[config.mk]
export PLATFORM = sky130hd
export DESIGN_NAME = tofc_core
export DESIGN_NICKNAME = d
export VERILOG_FILES = /design/src/hw/tofc_pkg.sv /design/src/hw/tofc_core.sv /design/src/hw/tofc_sync.sv /design/src/hw/tofc_limit_cmp.sv
export SDC_FILE = /design/constraint.sdc
export NUM_CORES = 1
export LEC_CHECK = 0
export ABC_CLOCK_PERIOD_IN_PS = 23100
export BUFFER_PORTS_ARGS = -buffer_cell sky130_fd_sc_hd__buf_2
export CORE_ASPECT_RATIO = 2
export CORE_MARGIN = 10
export CORE_UTILIZATION = 25
export DETAILED_ROUTE_END_ITERATION = 16
export PLACE_DENSITY = 0.41
export SYNTH_ARGS = -nofsm -noshare
export SYNTH_HDL_FRONTEND = slang
export SYNTH_HIERARCHICAL = 1
export SYNTH_SLANG_ARGS = --single-unit
[constraint.sdc]
create_clock -name clk_i -period 23.1 [get_ports clk_i]
set_input_delay 2.31 -clock clk_i [delete_from_list [all_inputs] [get_ports clk_i]]
set_output_delay 2.31 -clock clk_i [all_outputs]
set_load 0.02 [all_outputs]
[src/hw/tofc_pkg.sv]
/*
  tofc_pkg: shared constants of the stopwatch counting core: register
  offsets, field positions, reset values, timing counts and the state type.
  Assumes the core runs on a 100 MHz clock.
*/
package tofc_pkg;

  // data path widths
  localparam int ADDR_W = 6;
  localparam int DATA_W = 32;
  localparam int FINE_W = 23;
  localparam int LIM_W = 16;
  localparam int BYTE_W = 8;
  localparam int PHASE_W = 6;
  localparam int NUM_STOP = 5;
  localparam int NUM_FINE = 6;
  localparam int IDX_W = 3;
  localparam int INT_W = 3;

  // ring oscillator taps per wrap; result over taps gives the wrap count
  localparam logic [FINE_W-1:0] RING_TAPS = 23'h00003f;
  localparam int LIMIT_SHIFT = 8;

  // register offsets (word addresses)
  localparam logic [ADDR_W-1:0] OFS_CTRL = 6'h00;
  localparam logic [ADDR_W-1:0] OFS_INT_STATUS = 6'h01;
  localparam logic [ADDR_W-1:0] OFS_INT_MASK = 6'h02;
  localparam logic [ADDR_W-1:0] OFS_WRAP_LIM_HIGH = 6'h03;
  localparam logic [ADDR_W-1:0] OFS_WRAP_LIM_LOW = 6'h04;
  localparam logic [ADDR_W-1:0] OFS_CYC_LIM_HIGH = 6'h05;
  localparam logic [ADDR_W-1:0] OFS_CYC_LIM_LOW = 6'h06;
  localparam logic [ADDR_W-1:0] OFS_STATE = 6'h07;
  localparam logic [ADDR_W-1:0] OFS_FINE_FIRST = 6'h10;
  localparam logic [ADDR_W-1:0] OFS_CYC_FIRST = 6'h18;

  // control register fields
  localparam int CTRL_GO_BIT = 0;
  localparam int CTRL_MODE_BIT = 1;
  localparam int CTRL_NSTOP_LSB = 2;

  // interrupt status / mask fields
  localparam int INT_DONE_BIT = 0;
  localparam int INT_WRAP_BIT = 1;
  localparam int INT_CYC_BIT = 2;

  // state register fields
  localparam int STATE_READY_BIT = 3;
  localparam int STATE_MODE_BIT = 2;

  // reset values
  localparam logic CTRL_MODE_RST = 1'b0;
  localparam logic [IDX_W-1:0] CTRL_NSTOP_RST = 3'h1;
  localparam logic [INT_W-1:0] INT_MASK_RST = 3'h0;
  localparam logic [BYTE_W-1:0] LIM_BYTE_RST = 8'hff;

  // settle time of the fine time base after enable
  localparam int WAKE_US = 300;
  localparam int CLK_MHZ = 100;
  localparam int WAKE_CYCLES = WAKE_US * CLK_MHZ;

  typedef enum logic [1:0] {
    TOFC_IDLE = 2'b00,
    TOFC_ARMED = 2'b01,
    TOFC_RING = 2'b10,
    TOFC_CLOCK = 2'b11
  } tofc_state_type;

endpackage : tofc_pkg

[src/hw/tofc_core.sv]
/*
  tofc_core: counting core of a stopwatch time converter. A wrap counter
  of the ring oscillator forms the fine results, a cycle counter of the
  reference clock forms the long-range results, both are checked against
  16-bit limits that flag an overflow and halt the measurement.
  Assumes start, stop, reference clock, ring wrap toggle, ring phase and
  enable arrive asynchronously; registers are reached over a plain port.
*/
// How it works
// ring wraps are counted; wrap count and phase form six fine results.
// in long-range mode whole reference cycles are counted from start to stops.
// one cycle count result is kept per stop, up to five.
// wrap overflow flag sets when wrap count reaches the wrap limit.
// wrap limit is high byte times 256 plus low byte.
// cycle overflow flag sets when cycle count exceeds the cycle limit.
// cycle limit is high byte times 256 plus low byte.
// any overflow ends the running measurement at once.
// host keeps the reference clock running while enabled.
// in long-range mode reference clock edges bound the fine time intervals.
// host waits about 300 us after enable before measuring.
// inputs are taken on rising edges, outputs change afterwards.
// enable low clears all digital state except the pin synchronisers and edge finders.
// overflow flags hold until cleared by software or a new start.
`timescale 1ns/1ns
module tofc_core #(
  parameter int WAKE_CYC = tofc_pkg::WAKE_CYCLES
) (
  input wire logic clk_i,                                  // core clock
  input wire logic reset_i,                                // async reset
  input wire logic enable_i,                               // enable pin
  input wire logic start_i,                                // start pulse pin
  input wire logic stop_i,                                 // stop pulse pin
  input wire logic ref_clk_i,                              // reference clock pin
  input wire logic ring_wrap_i,                            // toggles per ring wrap
  input wire logic [tofc_pkg::PHASE_W-1:0] ring_phase_i,   // ring tap position
  input wire logic [tofc_pkg::ADDR_W-1:0] reg_addr_i,      // register address
  input wire logic [tofc_pkg::DATA_W-1:0] reg_wdata_i,     // write data
  input wire logic reg_we_i,                               // write strobe
  input wire logic reg_re_i,                               // read strobe
  output logic [tofc_pkg::DATA_W-1:0] reg_rdata_o,         // read data
  output logic irq_o                                       // interrupt, high
);
  import tofc_pkg::*;

  logic [4:0] pins_s;
  logic [PHASE_W-1:0] phase_s;
  logic en_s;
  logic start_s;
  logic stop_s;
  logic ref_s;
  logic wrap_s;
  logic start_d_r;
  logic stop_d_r;
  logic ref_d_r;
  logic wrap_d_r;
  logic start_rise;
  logic stop_rise;
  logic ref_rise;
  logic wrap_tick;
  logic clr;

  logic ctrl_mode_r;
  logic [IDX_W-1:0] ctrl_nstop_r;
  logic [BYTE_W-1:0] wrap_lim_high_r;
  logic [BYTE_W-1:0] wrap_lim_low_r;
  logic [BYTE_W-1:0] cyc_lim_high_r;
  logic [BYTE_W-1:0] cyc_lim_low_r;
  logic [INT_W-1:0] int_status_r;
  logic [INT_W-1:0] int_mask_r;
  logic [DATA_W-1:0] rdata_r;

  tofc_state_type state_r;
  tofc_state_type state_nxt;
  logic [LIM_W-1:0] wrap_cnt_r;
  logic [LIM_W-1:0] cyc_cnt_r;
  logic clk_run_r;
  logic [IDX_W-1:0] fine_idx_r;
  logic [IDX_W-1:0] stop_idx_r;
  logic [FINE_W-1:0] fine_res_r [NUM_FINE];
  logic [LIM_W-1:0] cyc_res_r [NUM_STOP];
  logic [31:0] wake_cnt_r;
  logic ready_r;

  logic meas_go;
  logic ring_on;
  logic wrap_hit;
  logic cyc_hit;
  logic ovf;
  logic fine_latch;
  logic cyc_latch;
  logic last_fine;
  logic done_ev;
  logic [IDX_W-1:0] num_stop;
  logic [FINE_W-1:0] fine_now;
  logic [INT_W-1:0] int_ev;
  logic [INT_W-1:0] int_w1c;
  logic [ADDR_W-1:0] fine_ofs;
  logic [ADDR_W-1:0] cyc_ofs;

  // pin synchronisers
  tofc_sync #(.W(5)) u_pin_sync (
    .clk_i(clk_i),
    .reset_i(reset_i),
    .d_i({enable_i, start_i, stop_i, ref_clk_i, ring_wrap_i}),
    .q_o(pins_s)
  );

  tofc_sync #(.W(PHASE_W)) u_phase_sync (
    .clk_i(clk_i),
    .reset_i(reset_i),
    .d_i(ring_phase_i),
    .q_o(phase_s)
  );

  assign en_s = pins_s[4];
  assign start_s = pins_s[3];
  assign stop_s = pins_s[2];
  assign ref_s = pins_s[1];
  assign wrap_s = pins_s[0];

  assign clr = ~en_s;

  // edge finders on synchronised pins
  always_ff @(posedge clk_i or posedge reset_i) begin
    if (reset_i) begin
      start_d_r <= 1'b0;
      stop_d_r <= 1'b0;
      ref_d_r <= 1'b0;
      wrap_d_r <= 1'b0;
    end else begin
      start_d_r <= start_s;
      stop_d_r <= stop_s;
      ref_d_r <= ref_s;
      wrap_d_r <= wrap_s;
    end
  end

  assign start_rise = start_s & ~start_d_r;
  assign stop_rise = stop_s & ~stop_d_r;
  assign ref_rise = ref_s & ~ref_d_r;
  assign wrap_tick = wrap_s ^ wrap_d_r;

  // settle timer after enable
  always_ff @(posedge clk_i or posedge reset_i) begin
    if (reset_i) begin
      wake_cnt_r <= '0;
      ready_r <= 1'b0;
    end else if (clr) begin
      wake_cnt_r <= '0;
      ready_r <= 1'b0;
    end else if (wake_cnt_r >= 32'(WAKE_CYC - 1)) begin
      ready_r <= 1'b1;
    end else begin
      wake_cnt_r <= wake_cnt_r + 32'h00000001;
    end
  end

  // stop count clamped to 1..5
  assign num_stop = (ctrl_nstop_r == 3'h0) ? 3'h1 :
                    (ctrl_nstop_r > 3'(NUM_STOP)) ? 3'(NUM_STOP) : ctrl_nstop_r;

  assign meas_go = reg_we_i & (reg_addr_i == OFS_CTRL) & reg_wdata_i[CTRL_GO_BIT];
  assign ring_on = (state_r == TOFC_RING);

  tofc_limit_cmp #(.STRICT(1'b0)) u_wrap_cmp (
    .active_i(ring_on),
    .count_i(wrap_cnt_r),
    .limit_high_i(wrap_lim_high_r),
    .limit_low_i(wrap_lim_low_r),
    .hit_o(wrap_hit)
  );

  tofc_limit_cmp #(.STRICT(1'b1)) u_cyc_cmp (
    .active_i(clk_run_r),
    .count_i(cyc_cnt_r),
    .limit_high_i(cyc_lim_high_r),
    .limit_low_i(cyc_lim_low_r),
    .hit_o(cyc_hit)
  );

  assign ovf = wrap_hit | cyc_hit;

  // fine value: wraps times taps plus current tap
  assign fine_now = FINE_W'(wrap_cnt_r) * RING_TAPS + FINE_W'(phase_s);

  assign fine_latch = ring_on & ~ovf & (ctrl_mode_r ? ref_rise : stop_rise);
  assign cyc_latch = (state_r == TOFC_CLOCK) & ~ovf & stop_rise;
  assign last_fine = ctrl_mode_r ? (stop_idx_r == num_stop) : (fine_idx_r == num_stop - 3'h1);
  assign done_ev = fine_latch & last_fine;

  // measurement sequencer
  always_comb begin
    state_nxt = state_r;
    case (state_r)
      TOFC_IDLE: begin
        if (meas_go) begin
          state_nxt = TOFC_ARMED;
        end
      end
      TOFC_ARMED: begin
        if (start_rise) begin
          state_nxt = TOFC_RING;
        end
      end
      TOFC_RING: begin
        if (ovf) begin
          state_nxt = TOFC_IDLE;
        end else if (done_ev) begin
          state_nxt = TOFC_IDLE;
        end else if (fine_latch && ctrl_mode_r) begin
          state_nxt = TOFC_CLOCK;
        end
      end
      TOFC_CLOCK: begin
        if (ovf) begin
          state_nxt = TOFC_IDLE;
        end else if (stop_rise) begin
          state_nxt = TOFC_RING;
        end
      end
      default: begin
        state_nxt = TOFC_IDLE;
      end
    endcase
  end

  always_ff @(posedge clk_i or posedge reset_i) begin
    if (reset_i) begin
      state_r <= TOFC_IDLE;
    end else if (clr) begin
      state_r <= TOFC_IDLE;
    end else begin
      state_r <= state_nxt;
    end
  end

  // wrap counter of the ring oscillator
  always_ff @(posedge clk_i or posedge reset_i) begin
    if (reset_i) begin
      wrap_cnt_r <= '0;
    end else if (clr || state_nxt != TOFC_RING) begin
      wrap_cnt_r <= '0;
    end else if (fine_latch && ctrl_mode_r) begin
      wrap_cnt_r <= '0;
    end else if (ring_on && wrap_tick) begin
      wrap_cnt_r <= wrap_cnt_r + 16'h0001;
    end
  end

  // reference cycle counter, long-range mode only
  always_ff @(posedge clk_i or posedge reset_i) begin
    if (reset_i) begin
      cyc_cnt_r <= '0;
      clk_run_r <= 1'b0;
    end else if (clr || state_nxt == TOFC_IDLE || state_r == TOFC_ARMED) begin
      cyc_cnt_r <= '0;
      clk_run_r <= 1'b0;
    end else if (ctrl_mode_r && ref_rise) begin
      clk_run_r <= 1'b1;
      if (clk_run_r) begin
        cyc_cnt_r <= cyc_cnt_r + 16'h0001;
      end
    end
  end

  // result capture
  always_ff @(posedge clk_i or posedge reset_i) begin
    if (reset_i) begin
      fine_idx_r <= '0;
      stop_idx_r <= '0;
      for (int i = 0; i < NUM_FINE; i++) begin
        fine_res_r[i] <= '0;
      end
      for (int i = 0; i < NUM_STOP; i++) begin
        cyc_res_r[i] <= '0;
      end
    end else if (clr || (state_r == TOFC_ARMED && start_rise)) begin
      fine_idx_r <= '0;
      stop_idx_r <= '0;
      for (int i = 0; i < NUM_FINE; i++) begin
        fine_res_r[i] <= '0;
      end
      for (int i = 0; i < NUM_STOP; i++) begin
        cyc_res_r[i] <= '0;
      end
    end else begin
      if (fine_latch && fine_idx_r < 3'(NUM_FINE)) begin
        fine_res_r[fine_idx_r] <= fine_now;
        fine_idx_r <= fine_idx_r + 3'h1;
      end
      if (cyc_latch && stop_idx_r < 3'(NUM_STOP)) begin
        cyc_res_r[stop_idx_r] <= cyc_cnt_r;
        stop_idx_r <= stop_idx_r + 3'h1;
      end
    end
  end

  // configuration registers
  always_ff @(posedge clk_i or posedge reset_i) begin
    if (reset_i) begin
      ctrl_mode_r <= CTRL_MODE_RST;
      ctrl_nstop_r <= CTRL_NSTOP_RST;
      int_mask_r <= INT_MASK_RST;
      wrap_lim_high_r <= LIM_BYTE_RST;
      wrap_lim_low_r <= LIM_BYTE_RST;
      cyc_lim_high_r <= LIM_BYTE_RST;
      cyc_lim_low_r <= LIM_BYTE_RST;
    end else if (clr) begin
      ctrl_mode_r <= CTRL_MODE_RST;
      ctrl_nstop_r <= CTRL_NSTOP_RST;
      int_mask_r <= INT_MASK_RST;
      wrap_lim_high_r <= LIM_BYTE_RST;
      wrap_lim_low_r <= LIM_BYTE_RST;
      cyc_lim_high_r <= LIM_BYTE_RST;
      cyc_lim_low_r <= LIM_BYTE_RST;
    end else if (reg_we_i) begin
      case (reg_addr_i)
        OFS_CTRL: begin
          ctrl_mode_r <= reg_wdata_i[CTRL_MODE_BIT];
          ctrl_nstop_r <= reg_wdata_i[CTRL_NSTOP_LSB +: IDX_W];
        end
        OFS_INT_MASK: int_mask_r <= reg_wdata_i[INT_W-1:0];
        OFS_WRAP_LIM_HIGH: wrap_lim_high_r <= reg_wdata_i[BYTE_W-1:0];
        OFS_WRAP_LIM_LOW: wrap_lim_low_r <= reg_wdata_i[BYTE_W-1:0];
        OFS_CYC_LIM_HIGH: cyc_lim_high_r <= reg_wdata_i[BYTE_W-1:0];
        OFS_CYC_LIM_LOW: cyc_lim_low_r <= reg_wdata_i[BYTE_W-1:0];
        default: begin
        end
      endcase
    end
  end

  // sticky interrupt status; a set in the clearing cycle wins
  always_comb begin
    int_ev = '0;
    int_ev[INT_DONE_BIT] = done_ev;
    int_ev[INT_WRAP_BIT] = wrap_hit;
    int_ev[INT_CYC_BIT] = cyc_hit;
    int_w1c = '0;
    if (reg_we_i && reg_addr_i == OFS_INT_STATUS) begin
      int_w1c = reg_wdata_i[INT_W-1:0];
    end
    if (meas_go) begin
      int_w1c = '1;
    end
  end

  always_ff @(posedge clk_i or posedge reset_i) begin
    if (reset_i) begin
      int_status_r <= '0;
    end else if (clr) begin
      int_status_r <= '0;
    end else begin
      int_status_r <= (int_status_r & ~int_w1c) | int_ev;
    end
  end

  assign irq_o = |(int_status_r & int_mask_r);

  // read port: data stand only in the cycle after the strobe
  assign fine_ofs = reg_addr_i - OFS_FINE_FIRST;
  assign cyc_ofs = reg_addr_i - OFS_CYC_FIRST;

  always_ff @(posedge clk_i or posedge reset_i) begin
    if (reset_i) begin
      rdata_r <= '0;
    end else if (clr || !reg_re_i) begin
      rdata_r <= '0;
    end else if (reg_addr_i >= OFS_FINE_FIRST && fine_ofs < ADDR_W'(NUM_FINE)) begin
      rdata_r <= DATA_W'(fine_res_r[fine_ofs[IDX_W-1:0]]);
    end else if (reg_addr_i >= OFS_CYC_FIRST && cyc_ofs < ADDR_W'(NUM_STOP)) begin
      rdata_r <= DATA_W'(cyc_res_r[cyc_ofs[IDX_W-1:0]]);
    end else begin
      case (reg_addr_i)
        OFS_CTRL: rdata_r <= DATA_W'({ctrl_nstop_r, ctrl_mode_r, 1'b0});
        OFS_INT_STATUS: rdata_r <= DATA_W'(int_status_r);
        OFS_INT_MASK: rdata_r <= DATA_W'(int_mask_r);
        OFS_WRAP_LIM_HIGH: rdata_r <= DATA_W'(wrap_lim_high_r);
        OFS_WRAP_LIM_LOW: rdata_r <= DATA_W'(wrap_lim_low_r);
        OFS_CYC_LIM_HIGH: rdata_r <= DATA_W'(cyc_lim_high_r);
        OFS_CYC_LIM_LOW: rdata_r <= DATA_W'(cyc_lim_low_r);
        OFS_STATE: rdata_r <= DATA_W'({ready_r, ctrl_mode_r, state_r});
        default: rdata_r <= '0;
      endcase
    end
  end

  assign reg_rdata_o = rdata_r;
endmodule : tofc_core

[src/hw/tofc_sync.sv]
/*
  tofc_sync: two flip-flop synchroniser, one pair per bit.
  Assumes each bit is a level that stays put for several clocks.
*/
`timescale 1ns/1ns
module tofc_sync #(
  parameter int W = 1
) (
  input wire logic clk_i,          // core clock
  input wire logic reset_i,        // async reset, active high
  input wire logic [W-1:0] d_i,    // asynchronous input
  output logic [W-1:0] q_o         // synchronised level
);
  logic [W-1:0] meta_r;
  logic [W-1:0] hold_r;

  always_ff @(posedge clk_i or posedge reset_i) begin
    if (reset_i) begin
      meta_r <= '0;
      hold_r <= '0;
    end else begin
      meta_r <= d_i;
      hold_r <= meta_r;
    end
  end

  assign q_o = hold_r;
endmodule : tofc_sync

[src/hw/tofc_limit_cmp.sv]
/*
  tofc_limit_cmp: compares a running count with a limit built from a high
  and a low byte. STRICT selects greater-than instead of greater-or-equal.
  Assumes all inputs come from the same clock domain.
*/
`timescale 1ns/1ns
module tofc_limit_cmp
  import tofc_pkg::*;
#(
  parameter bit STRICT = 1'b0
) (
  input wire logic active_i,                    // counter is running
  input wire logic [LIM_W-1:0] count_i,         // running count
  input wire logic [BYTE_W-1:0] limit_high_i,   // limit, upper byte
  input wire logic [BYTE_W-1:0] limit_low_i,    // limit, lower byte
  output logic hit_o                            // count reached the limit, or passed it if STRICT
);
  logic [LIM_W-1:0] limit;

  // high byte times 2^8 plus low byte
  assign limit = {limit_high_i, limit_low_i};
  assign hit_o = active_i & (STRICT ? (count_i > limit) : (count_i >= limit));
endmodule : tofc_limit_cmp

==> summary.md <==
| Metric | Value |
|---|---|
| Largest net degree at the start of global routing | between 150 and 200 |
| First-pass GRT wire length | ~100,000 µm |
| Synth Cell Area | ~0.021 mm² |
| Root Buffer | clkbuf_16 |
| Number of flops mapped to enable cells by yosys | 0 |
| Sequential area share after synthesis | 46.0% |
| Initial Util | 25.1% |
| Synth cell count leaders | 350 x dfrtp_1, 220 x nand2_1, 149 x nor2_1, 146 x inv_1, 122 x a22o_1 |
| Crit path max fanout | 7 |
| Fin. Hold Viols | 0 |
| Critical path class | reg2reg |
| DIE AREA | 0.0963 mm² |
| Iter 0 DRT Violations | 811 |
| Max IR drop VDD | between 40 and 50 µV |
| Antenna Nets Post-Route | 0 |
| Layout area overhead | 13.4% |
| Vias in the first global route | roughly 16,000 |
| IO buf count | 52 |
| Area share of the largest cell type after synthesis | 41.9% |
| DRT Pass-1 Iters | 7 |
| Design Area, Final | 0.0237 mm² |
| Combinational share of power | 4.8% |
| Resized cells post-CTS | 0 |
| Netlist cell types | 84 |
| Lkg Pwr | 11.2 nW |
| Mean post-synth cell area | 10.4 µm² |
| Post-Route WL | between 60,000 and 70,000 µm |
| Post-CTS Hold Fix Bufs | 0 |
| Fin nets | ~2,200 |
| GR Util All Layers | approximately 14% |
| Setup crit start kind | flip-flop |
| Wire length per cell | roughly 21 µm |
| CTS H-tree lvls | 2 |
| Sw Pwr | ~0.35 mW |
| Worst Skew | between 0.02 and 0.025 ns |
| Num rows | 150 |
| CTS tree | done |
| Slew HR | roughly 22% |
| Initial antenna violation count | 1 |
| Maxcap violations | 0 |
| Final Slew Violations | 0 |
| Crit path required time | 23.51 ns |
| Post-synth top flop | dfrtp_1 |
| Synth Warn # | 6 |
| Gpl congestion | between 0.8 and 0.9 |
| Clk pin slew, worst setup/hold paths | 0.07 ns |
| WHS | around 0.34 ns |
| Setup Fix Bufs, Post-CTS | 0 |
| I/O Pins | between 80 and 90 |
| Seq pwr share | between 40% and 50% |
| PD cells | roughly 60 mW/mm² |
| FMAX | approximately 180 MHz |
| Worst EP arrival | 5.92 ns |
| DR vias | about 15,000 |
| Synth top area cells | dfrtp_1 42%, ha_1 6.2%, a22o_1 5.1%, fa_1 4.4%, dfstp_2 4.1% |
| DRC | 0 |
| Total grt overflow | 0 |
| Sw Ratio | a little under a quarter |
| Synth Register Bits | between 300 and 400 |
| Final Cycle Share | a little under a quarter |
| RSZ-0062 raised after global routing | no |
| Final core utilization | between 20 and 30% |
| Cells after Synth | 2,003 |
| Top-count cell post-synth | dfrtp_1 |
| Setup violations, final | 0 |
| Chip Height | about 430 µm |
| Vias/cell | around 5 |
| Min cycle time layout | around 5.5 ns |
| DP HPWL | approximately 47,000 µm |
| Worst Max-Slew Pin Slew | ~1.2 ns |
| Async SR Flop Fraction | between 90% and 100% |
| Fillers | between 8,000 and 9,000 |
| Layout cells sized above 1 | 12.5% |
| Clock power frac | slightly below 50% |
| Insertion delay to the later sink of the worst-skew pair | about 0.57 ns |
| CTS buffer count | 40 |
| CTS Buffer Depth | 3 |
| Placeable Area | 0.0833 mm² |
| Die width | between 200 and 250 µm |
| Setup TNS | 0 ns |
| CTS Sinks | 383 |
| Status | complete, no violations |
| Hold/Removal Path Class | reg2reg |
| DP Area | 0.0223 mm² |
| Internal cell power | approximately 1.1 mW |
| Critical path capture point type | flip-flop |
| Synth area leader | dfrtp_1 |
## cells by family after synthesis
logic type	Yosys count	synth area share [%]
mux	114	7.54
xor+xnor	62	2.60
flops	383	46.0
fa+ha+maj	150	10.6
other cells	1	0.0179
simple gates	600	13.6
compound gates	422	14.2
buf+inv	271	5.39
## power groups by stage
stage          combinational (mW)  clock [mW]  sequential (mW)
6_report                   0.0702       0.717            0.677
2_1_floorplan              0.0439           0            0.689
5_1_grt                    0.0772       0.763            0.677
4_1_cts                    0.0728       0.739            0.677
3_3_place_gp               0.0719           0            0.689
3_5_place_dp               0.0726           0            0.689
## flip-flops by register name, summed over array words and instances (netlist names), 2 cells and up
signal               flops
reg_rdata_o             23
u_phase_sync/q_o         6
wrap_lim_high_r          8
fine_res_r             138
stop_idx_r               3
cyc_cnt_r               16
ctrl_nstop_r             3
wrap_lim_low_r           8
wrap_cnt_r              16
state_r                  2
u_phase_sync/meta_r      6
u_pin_sync/q_o           5
cyc_lim_high_r           8
int_status_r             3
u_pin_sync/meta_r        5
fine_idx_r               3
cyc_lim_low_r            8
wake_cnt_r              32
cyc_res_r               80
int_mask_r               3
## critical path, stage by stage (launching register included)
cell,delay (ns)
dfrtp_1,0.56
inv_1,0.15
fa_1,0.65
fa_1,0.46
fa_1,0.49
fa_1,0.51
inv_1,0.04
ha_1,0.33
nand4b_1,0.17
a21oi_1,0.48
or2_0,0.52
a211oi_1,0.16
a311oi_1,0.63
o21ai_0,0.19
## layout make-up
cell class                      count  area, µm²  area share (%)
Antenna cell                        1       2.50          0.0105
Clock buffer                       56       1170            4.94
Clock inverter                     17        259            1.09
Inverter                          148        563            2.37
Multi-Input combinational cell   1357      10300            43.4
Sequential cell                   383       9630            40.6
Tap cell                         1064       1330            5.61
Timing Repair Buffer               79        480            2.03
## routing by layer
| layer | vias up | wire [µm] | global-route usage, % |
|---|---|---|---|
| met1 | 7631 | 24300 | 14.5 |
| met4 | 0 | 3660 | 7.67 |
| met3 | 126 | 2060 | 1.30 |
| met2 | 348 | 36500 | 26.4 |
| met5 | - | 0 | 0 |
| li1 | 6992 | - | - |
## through the flow
step                      total power, mW  setup WS [ns]  cells
final                                1.46          17.60   3105
after global routing                 1.52          17.27   3105
after CTS                            1.49          17.48   3104
after detailed placement            0.762          17.48   3031
after global placement              0.761          17.45   3031
after floorplan                     0.733          10.83   2011
## final timing paths
kind                                        startpoint                   to  slack (ns)  depth (start not counted)
worst max-delay path                     wrap_cnt_r[3]       fine_res_r[81]       17.60                         13
worst min-delay path            u_phase_sync/meta_r[0]  u_phase_sync/q_o[0]        0.34                          0
worst max register to register           wrap_cnt_r[3]       fine_res_r[81]       17.60                         13
worst min register to register  u_phase_sync/meta_r[0]  u_phase_sync/q_o[0]        0.34                          0
max in group asynchronous                      reset_i         cyc_cnt_r[2]       19.60                          3
min in group asynchronous                      reset_i  u_phase_sync/q_o[0]        1.81                          2
## layout by cell type, fill, tap and decap left out, types with 34 or more instances in the layout
cell type / instances
clkbuf_16: 41
fa_1: 46
nor2_1: 149
a22o_1: 122
buf_2: 50
mux2i_1: 72
mux4_2: 34
inv_1: 144
a21oi_1: 51
dfrtp_1: 349
nand2_1: 220
ha_1: 104
nand3_1: 63
o21ai_0: 116
Power figures use the tool's default switching activity.
